**src/design/vbr_pkg.sv**
```systemverilog
// Shared constants, states and field layouts of the backplane requester.
package vbr_pkg;

    // ------------------------------------------------------------
    // Timing
    // ------------------------------------------------------------
    localparam int TO_US      = 128;                 // Request time-out, microseconds
    localparam int CLK_MHZ    = 100;                 // Local clock rate
    localparam int TO_CYC_DEF = TO_US * CLK_MHZ;     // Time-out in clock cycles
    localparam logic [1:0] SETTLE_CYC = 2'h3;        // Own BR echo leaving the synchroniser

    // ------------------------------------------------------------
    // Arbitration levels and synchroniser vector layout
    // ------------------------------------------------------------
    localparam int NUM_LVL  = 4;                     // Bus request / grant levels
    localparam int SY_BG    = 0;                     // Grant inputs, four bits
    localparam int SY_BR    = 4;                     // Request lines, four bits
    localparam int SY_BCLR  = 8;                     // Bus clear
    localparam int SY_AS    = 9;                     // Address strobe
    localparam int SY_DTACK = 10;                    // Transfer acknowledge
    localparam int SY_BERR  = 11;                    // Bus error
    localparam int SYNC_W   = 12;                    // Width of the vector

    // ------------------------------------------------------------
    // Widths of the master data path
    // ------------------------------------------------------------
    localparam int ADDR_W = 23;                      // Word address lines 1..23
    localparam int DATA_W = 16;                      // Data path
    localparam int AM_W   = 6;                       // Address modifier lines
    localparam logic [AM_W-1:0] AM_DRIVEN = 6'h17;   // Only AM0..AM2 and AM4 driven

    // ------------------------------------------------------------
    // Requester states, one-hot
    // ------------------------------------------------------------
    typedef enum logic [5:0] {
        ST_IDLE    = 6'h01,                          // No request, no mastership
        ST_PASS    = 6'h02,                          // Passing a grant down the chain
        ST_REQ     = 6'h04,                          // Request asserted, awaiting grant
        ST_WAIT_AS = 6'h08,                          // Granted, old master finishing
        ST_MASTER  = 6'h10,                          // Holding the bus
        ST_RELEASE = 6'h20                           // Finishing cycle before release
    } vbr_st_e;

    // ------------------------------------------------------------
    // Transfer engine phases, one-hot
    // ------------------------------------------------------------
    typedef enum logic [3:0] {
        CY_IDLE = 4'h1,                              // No transfer
        CY_ADDR = 4'h2,                              // Address set up, strobe high
        CY_STRB = 4'h4,                              // Strobes low, awaiting answer
        CY_DONE = 4'h8                               // Answer given, awaiting negation
    } vbr_cyc_e;

endpackage

```
**src/design/vbr_requester.sv**
```systemverilog
// Backplane bus requester: request, acquire, release, grant pass-on, master cycles.
`timescale 1ns/100ps
// Notes on behaviour
// strobe when processor starts off-board or vector cycle
// strobe while not master asserts own-level request
// processor waits until granted and acknowledged
// enabled time-out aborts cycle after 128 us
// block-transfer bit requests and keeps mastership
// request held until own grant, inputs ignored
// grant with own request pending takes mastership
// after AS high: drop request, busy, drivers on
// status flag shows bus available to board
// block-transfer bit set means never release
// bus clear in block mode raises maskable interrupt
// setting bit while master changes nothing
// without bit, keep bus until foreign request
// release after cycle ends: drivers off, busy off
// no request pending passes grant while input low
// other three levels pass straight through
// write line high for reads, low for writes
// AS fall marks address; rise ends old cycle
// low strobe low byte, high strobe high byte
// 23-bit word address, 16-bit data path
// drive AM0-AM2, AM4 only; others undriven
// arbiter asserts bus clear on higher request
// backplane arbitration inputs are synchronised
// reset leaves requester idle, bit cleared
module vbr_requester #(
    parameter int TIMEOUT_CYC = vbr_pkg::TO_CYC_DEF  // Time-out length in cycles
) (
    input  wire logic                        clk,
    input  wire logic                        arst_n,
    input  wire logic [1:0]                  level_sel,
    input  wire logic                        timeout_en,
    input  wire logic                        bclr_irq_en,
    input  wire logic                        bbt_wr,
    input  wire logic                        bbt_wdata,
    output logic                             block_transfer_request_bit,
    output logic                             backplane_available_flag,
    output logic                             bclr_irq,
    input  wire logic                        cpu_req,
    input  wire logic                        cpu_offboard,
    input  wire logic                        cpu_iack,
    input  wire logic                        cpu_write,
    input  wire logic [1:0]                  cpu_be,
    input  wire logic [vbr_pkg::ADDR_W-1:0]  cpu_addr,
    input  wire logic [3:0]                  cpu_am,
    input  wire logic [vbr_pkg::DATA_W-1:0]  cpu_wdata,
    output logic                             offboard_request_strobe,
    output logic                             cpu_wait,
    output logic                             cpu_ack,
    output logic                             cpu_berr,
    output logic                             cpu_abort,
    output logic [vbr_pkg::DATA_W-1:0]       cpu_rdata,
    input  wire logic [3:0]                  br_i,
    output logic [3:0]                       br_o,
    output logic [3:0]                       br_oe,
    input  wire logic [3:0]                  bg_in_n,
    output logic [3:0]                       bg_out_n,
    output logic                             bbsy_o,
    output logic                             bbsy_oe,
    input  wire logic                        bclr_n,
    input  wire logic                        as_i,
    output logic                             as_o,
    output logic                             as_oe,
    input  wire logic                        dtack_n,
    input  wire logic                        berr_n,
    output logic                             drv_en,
    output logic [vbr_pkg::ADDR_W-1:0]       addr_o,
    output logic [vbr_pkg::AM_W-1:0]         am_o,
    output logic [vbr_pkg::AM_W-1:0]         am_oe,
    output logic                             write_n,
    output logic                             ds0_n,
    output logic                             ds1_n,
    input  wire logic [vbr_pkg::DATA_W-1:0]  d_i,
    output logic [vbr_pkg::DATA_W-1:0]       d_o,
    output logic                             d_oe
);
    import vbr_pkg::*;

    localparam int TO_W = $clog2(TIMEOUT_CYC + 1);                // Time-out counter width
    localparam logic [TO_W-1:0] TO_LAST = TO_W'(TIMEOUT_CYC - 1); // Final count

    // ------------------------------------------------------------
    // State record
    // ------------------------------------------------------------
    typedef struct packed {
        logic [SYNC_W-1:0] s1;          // Synchroniser first stage
        logic [SYNC_W-1:0] s2;          // Synchroniser second stage
        vbr_st_e           st;          // Requester state
        vbr_cyc_e          cyc;         // Transfer phase
        logic              bbt;         // Block-transfer request bit
        logic [1:0]        settle;      // Blanking of own request echo
        logic [TO_W-1:0]   to_cnt;      // Time-out counter
        logic              ack;         // Acknowledge pulse to processor
        logic              berr;        // Bus error pulse to processor
        logic              abort;       // Time-out pulse to processor
        logic              irq;         // Bus clear interrupt request
        logic [ADDR_W-1:0] addr;        // Latched address
        logic [3:0]        am;          // Latched modifier (AM0..2, AM4)
        logic              wr;          // Latched direction
        logic [1:0]        be;          // Latched byte lanes
        logic [DATA_W-1:0] wdata;       // Latched write data
        logic [DATA_W-1:0] rdata;       // Captured read data
    } vbr_state_s;

    vbr_state_s state_reg;              // Registered state
    vbr_state_s state_next;             // Next state

    logic [3:0] own_mask;               // One-hot of the jumpered level
    logic [3:0] bg_s;                   // Synchronised grant inputs
    logic [3:0] br_s;                   // Synchronised request lines
    logic       grant;                  // Grant low on own level
    logic       foreign;                // Another module requests
    logic       want;                   // Something needs the bus
    logic       rel_now;                // Release condition in master

    // ------------------------------------------------------------
    // Decoding of the synchronised inputs
    // ------------------------------------------------------------
    always_comb begin
        own_mask                = 4'h1 << level_sel;
        bg_s                    = state_reg.s2[SY_BG +: NUM_LVL];
        br_s                    = state_reg.s2[SY_BR +: NUM_LVL];
        grant                   = ~bg_s[level_sel];
        // Own request line is still seen low for a few cycles after negation
        foreign                 = (|(~br_s)) && (state_reg.settle == 2'h0);
        offboard_request_strobe = cpu_req & (cpu_offboard | cpu_iack);
        want                    = offboard_request_strobe | state_reg.bbt;
        rel_now                 = ~state_reg.bbt & foreign;
    end

    // ------------------------------------------------------------
    // Next-state logic
    // ------------------------------------------------------------
    always_comb begin
        state_next       = state_reg;
        // Backplane lines are asynchronous to clk
        state_next.s1    = {~berr_n, ~dtack_n, as_i, bclr_n, br_i, bg_in_n};
        state_next.s1[SY_BERR]  = berr_n;
        state_next.s1[SY_DTACK] = dtack_n;
        state_next.s2    = state_reg.s1;
        state_next.ack   = 1'b0;
        state_next.berr  = 1'b0;
        state_next.abort = 1'b0;

        // Software may write the bit at any time; state is not disturbed
        if (bbt_wr) begin
            state_next.bbt = bbt_wdata;
        end
        if (state_reg.settle != 2'h0) begin
            state_next.settle = state_reg.settle - 2'h1;
        end

        // Requester sequence
        case (state_reg.st)
            ST_IDLE: begin
                if (grant) begin
                    state_next.st = ST_PASS;
                end else if (want) begin
                    state_next.st = ST_REQ;
                end
            end
            ST_PASS: begin
                if (!grant) begin
                    state_next.st = ST_IDLE;
                end
            end
            ST_REQ: begin
                // Strobe and bit changes are ignored until the grant
                if (grant) begin
                    state_next.st = ST_WAIT_AS;
                end
            end
            ST_WAIT_AS: begin
                // Rising AS is the end of the previous master's last cycle
                if (state_reg.s2[SY_AS]) begin
                    state_next.st     = ST_MASTER;
                    state_next.settle = SETTLE_CYC;
                end
            end
            ST_MASTER: begin
                if (rel_now) begin
                    state_next.st = (state_reg.cyc == CY_IDLE) ? ST_IDLE : ST_RELEASE;
                end
            end
            ST_RELEASE: begin
                if (state_reg.cyc == CY_IDLE) begin
                    state_next.st = ST_IDLE;
                end
            end
            default: begin
                state_next.st = ST_IDLE;
            end
        endcase

        // Master transfer engine
        case (state_reg.cyc)
            CY_IDLE: begin
                if (state_reg.st == ST_MASTER && offboard_request_strobe && !rel_now) begin
                    state_next.cyc   = CY_ADDR;
                    state_next.addr  = cpu_addr;
                    state_next.am    = cpu_am;
                    state_next.wr    = cpu_write;
                    state_next.be    = cpu_be;
                    state_next.wdata = cpu_wdata;
                end
            end
            CY_ADDR: begin
                // Address stands one cycle before AS falls
                state_next.cyc = CY_STRB;
            end
            CY_STRB: begin
                if (!state_reg.s2[SY_DTACK] || !state_reg.s2[SY_BERR]) begin
                    state_next.cyc   = CY_DONE;
                    state_next.rdata = d_i;
                    state_next.ack   = ~state_reg.s2[SY_DTACK];
                    state_next.berr  = state_reg.s2[SY_DTACK];
                end
            end
            CY_DONE: begin
                if (!cpu_req && state_reg.s2[SY_DTACK] && state_reg.s2[SY_BERR]) begin
                    state_next.cyc = CY_IDLE;
                end
            end
            default: begin
                state_next.cyc = CY_IDLE;
            end
        endcase

        // Time-out watch over a waiting processor cycle
        if (timeout_en && offboard_request_strobe && state_reg.cyc != CY_DONE
                && !state_reg.ack && !state_reg.berr && !state_reg.abort) begin
            if (state_reg.to_cnt == TO_LAST) begin
                state_next.abort  = 1'b1;
                state_next.to_cnt = '0;
                if (state_reg.cyc != CY_IDLE) begin
                    state_next.cyc = CY_DONE;
                end
            end else begin
                state_next.to_cnt = state_reg.to_cnt + TO_W'(1);
            end
        end else begin
            state_next.to_cnt = '0;
        end

        // Bus clear only interrupts a block-transfer master
        state_next.irq = bclr_irq_en && state_reg.st == ST_MASTER
                         && state_reg.bbt && !state_reg.s2[SY_BCLR];
    end

    // ------------------------------------------------------------
    // State register
    // ------------------------------------------------------------
    always_ff @(posedge clk or negedge arst_n) begin
        if (!arst_n) begin
            state_reg        <= '0;
            state_reg.s1     <= {SYNC_W{1'b1}};
            state_reg.s2     <= {SYNC_W{1'b1}};
            state_reg.st     <= ST_IDLE;
            state_reg.cyc    <= CY_IDLE;
        end else begin
            state_reg <= state_next;
        end
    end

    // ------------------------------------------------------------
    // Grant daisy chain
    // ------------------------------------------------------------
    genvar g;
    generate
        for (g = 0; g < NUM_LVL; g = g + 1) begin : gen_grant
            // Foreign levels are wires; own level only while passing
            assign bg_out_n[g] = own_mask[g] ? (state_reg.st != ST_PASS)
                                             : bg_in_n[g];
        end
    endgenerate

    // ------------------------------------------------------------
    // Backplane and processor outputs
    // ------------------------------------------------------------
    always_comb begin
        br_o     = 4'h0;
        br_oe    = (state_reg.st == ST_REQ || state_reg.st == ST_WAIT_AS)
                   ? own_mask : 4'h0;
        drv_en   = (state_reg.st == ST_MASTER || state_reg.st == ST_RELEASE);
        bbsy_o   = 1'b0;
        bbsy_oe  = drv_en;
        backplane_available_flag   = (state_reg.st == ST_MASTER);
        block_transfer_request_bit = state_reg.bbt;
        bclr_irq = state_reg.irq;
        as_oe    = drv_en;
        as_o     = (state_reg.cyc != CY_STRB);
        addr_o   = state_reg.addr;
        am_o     = {1'b0, state_reg.am[3], 1'b0, state_reg.am[2:0]};
        am_oe    = drv_en ? AM_DRIVEN : 6'h00;
        write_n  = ~state_reg.wr;
        ds0_n    = ~(state_reg.cyc == CY_STRB && state_reg.be[0]);
        ds1_n    = ~(state_reg.cyc == CY_STRB && state_reg.be[1]);
        d_o      = state_reg.wdata;
        d_oe     = drv_en && state_reg.wr
                   && (state_reg.cyc == CY_ADDR || state_reg.cyc == CY_STRB);
        cpu_ack   = state_reg.ack;
        cpu_berr  = state_reg.berr;
        cpu_abort = state_reg.abort;
        cpu_rdata = state_reg.rdata;
        cpu_wait  = offboard_request_strobe
                    & ~(state_reg.ack | state_reg.berr | state_reg.abort);
    end
endmodule

```
**config.mk**
```make
export PLATFORM = sky130hd
export DESIGN_NAME = vbr_requester
export DESIGN_NICKNAME = d
export VERILOG_FILES = /design/src/design/vbr_pkg.sv /design/src/design/vbr_requester.sv
export SDC_FILE = /design/constraint.sdc
export NUM_CORES = 1
export LEC_CHECK = 0
export BUFFER_PORTS_ARGS = -buffer_cell sky130_fd_sc_hd__buf_4
export CORE_MARGIN = 2
export CORE_UTILIZATION = 50
export CTS_BUF_LIST = sky130_fd_sc_hd__clkbuf_16
export CTS_CLUSTER_SIZE = 14
export DETAILED_ROUTE_END_ITERATION = 8
export GPL_TIMING_DRIVEN = 0
export PLACE_DENSITY = 0.9
export RECOVER_POWER = 50
export SYNTH_ARGS = -nofsm -noshare
export SYNTH_HDL_FRONTEND = slang
export SYNTH_SLANG_ARGS = --single-unit
```
**constraint.sdc**
```tcl
create_clock -name clk -period 3.42 [get_ports clk]
set_input_delay 0.513 -clock clk [delete_from_list [all_inputs] [get_ports clk]]
set_output_delay 0.513 -clock clk [all_outputs]
set_load 0.02 [all_outputs]
```
==> flow_summary.json <==
{
  "crit_family": "simple AND/OR/NAND/NOR gates",
  "endpoint_kind": "output port",
  "grt_pass1_vias": 3779,
  "hold_path.startpoint": "bg_in_n[3]",
  "clkLatencyLatePin_ns": 0.40,
  "reg2reg_from": "state_reg[84]",
  "crit_required_ns": 2.91,
  "reg2reg_slack_ns": 0.83,
  "worst_pin_slew_ns": 1.34,
  "slew_headroom_pct": 10.6,
  "total_power_mw": 3.71,
  "yosysWarningCount": 0,
  "clkSlewWorstSetupHoldPaths_ns": 0.05,
  "hold_violations": 0,
  "critPathMaxFanout": 7,
  "cts_buffer_depth": 2,
  "area_delta_synth_final_pct": 38.3,
  "fin_nets": 698,
  "hold_path_end": "state_next[96]",
  "finalCritPeriodShare_pct": 80.1,
  "initial_core_util_pct": 51.1,
  "slew_viol_final": 0,
  "cts_tree": "yes",
  "cpPeakStageDelay_ns": 0.52,
  "die-area_sq_um": 11300,
  "coreArea_sq_um": 10300,
  "p_per_area_nw_per_um2": 510,
  "cp_common_cell": "buf_4",
  "max-cap-violations": 0,
  "path_class": "register to output port",
  "crit_chain": "or4_1 -> buf_2 -> nor2_1 -> buf_4 -> buf_4",
  "wl_um": 11500,
  "drive_gt1_share_pct": 57.0,
  "final_common_cell": "buf_4",
  "finClkSkew_ns": 0.0121,
  "synth.distinct_cells": 43,
  "crit_buf_inv": 3,
  "clock-sinks": 117,
  "drt-vias-per-instance": 4.79,
  "row_count": 37,
  "rr_endpoint": "cpu_rdata[8]",
  "synth_seq_area_share_pct": 56.3,
  "drc": 0,
  "synth-seq-cells": 117,
  "cts_setup_buffers": 0,
  "io_pins": 181,
  "dp_hpwl_um": 8470,
  "drt_iter0_markers": 211,
  "setup_tns_ns": 0,
  "grt_max_degree": 118,
  "peakVddDrop_mv": 0.360,
  "reg2reg_depth": 6,
  "postRouteAntennaNets": 0,
  "die_y_um": 107,
  "async_flop_share_pct": 100,
  "synthCells": 412,
  "htreeDepth": 4,
  "finalWeightedCongestion": 0.827,
  "fmax_ghz": 0.365,
  "track_usage_pct": 20.8,
  "cpMaxStageDelayCell": "or4_1",
  "hp-class": "primary input to register",
  "antenna_found_initial": 0,
  "whs_ns": 0.200,
  "post_drt_wl_per_cell_um": 15.2,
  "portBuffers": 171,
  "cts_hold_buffers": 0,
  "vias": 3645,
  "grt_pass1_wl_um": 18100,
  "critPathArrivalTime_ns": 2.23,
  "cts_made_buffers": 17,
  "diodes": 0,
  "fp.dieW_um": 107,
  "cts_resized": 0,
  "drt-pass1-iter-count": 4,
  "cp-start-kind": "register",
  "p_leak_nw": 3.60,
  "synthFlopType": "dfrtp_1",
  "cts-root-buf": "clkbuf_16",
  "largest_reg_flops": 33,
  "avgSynthCellArea_sq_um": 12.8,
  "synth_edf_count": 0,
  "synth_area_sq_um": 5260,
  "hold-path-cell-count": 1,
  "grt_setup_unrepaired": "false",
  "finalSetupViolCount": 0,
  "final_cell_mix": "222 x buf_4, 91 x dfrtp_1, 43 x mux2_2, 29 x nor2_1, 26 x dfstp_2",
  "gr-total-overflow": 0,
  "status": "finished, final reports clean",
  "fin_crit_ns": 2.74
}
## power by group
| group | switching (mW) | total (mW) | internal [mW] |
|---|---|---|---|
| Sequential | 0.0604 | 1.54 | 1.48 |
| Combinational | 0.262 | 0.545 | 0.283 |
| Clock | 0.579 | 1.62 | 1.05 |
## worst max path at each step
stage / startpoint / endpoint / depth (start not counted)
CTS: state_reg[88] / am_oe[4] / 5
floorplan: state_reg[88] / d_oe / 3
global placement: state_reg[84] / cpu_rdata[11] / 6
global route: state_reg[88] / drv_en / 5
detailed placement: state_reg[84] / cpu_rdata[8] / 6
finish: state_reg[88] / am_oe[4] / 5
## synthesized netlist by cell type (3+ instances only)
cell type / count / area share (%)
mux2_2: 43 / 9.2
xnor2_1: 10 / 1.7
mux2_4: 20 / 5.7
nand2b_1: 11 / 1.3
inv_1: 9 / 0.64
nor3_1: 11 / 1.0
o21a_1: 3 / 0.43
nand2_1: 15 / 1.1
o21ai_0: 7 / 0.67
a21oi_1: 3 / 0.29
dfrtp_1: 91 / 43
nand3_1: 7 / 0.67
nor2b_1: 5 / 0.60
buf_4: 76 / 11
or3_1: 3 / 0.36
nor4b_1: 3 / 0.50
nand4_1: 4 / 0.48
nor4_1: 5 / 0.60
a211oi_1: 3 / 0.43
or4_1: 3 / 0.43
dfstp_2: 26 / 13
nor2_1: 29 / 2.1
## layout make-up
type                       count  area, sq um
sequential                   117         2960
inverter                       9         33.8
multi-input combinational    212         1650
fill                         740         3010
timing repair buffer         173         1260
clock inverter                15          124
tap                          136          170
clock buffer                  17          425
buffer                        82          639
## routing by layer
layer | GRT usage [%] | vias up | wire, um
li1 | - | 1722 | -
met1 | 23.6 | 1790 | 4360
met2 | 37.5 | 121 | 6380
met3 | 5.46 | 12 | 653
met4 | 7.61 | 0 | 147
met5 | 0 | - | 0
## cell families (layout without fill, tap and decap cells)
family	Yosys count	in the layout	share of synthesized area, %
AOI/OAI and AO/OA	23	23	3.02
xor gates and xnor gates	12	12	2.00
adders and majority gates	1	1	0.238
buffers and inverters	91	296	12.8
DFF	117	117	56.3
muxes	64	64	15.4
other	1	9	0.0713
and+or+nand+nor	103	103	10.2
## stage by stage
step                utilization (%)  setup slack, ns  cells  area (sq um)
finish                         70.7            0.681    761          7270
global route                   70.7            0.558    761          7270
global placement               65.6            0.934    727          6740
floorplan                         -            0.824    420          5290
detailed placement             65.6            0.831    727          6740
CTS                            70.9            0.680    759          7290
Power figures use the tool's default switching activity.
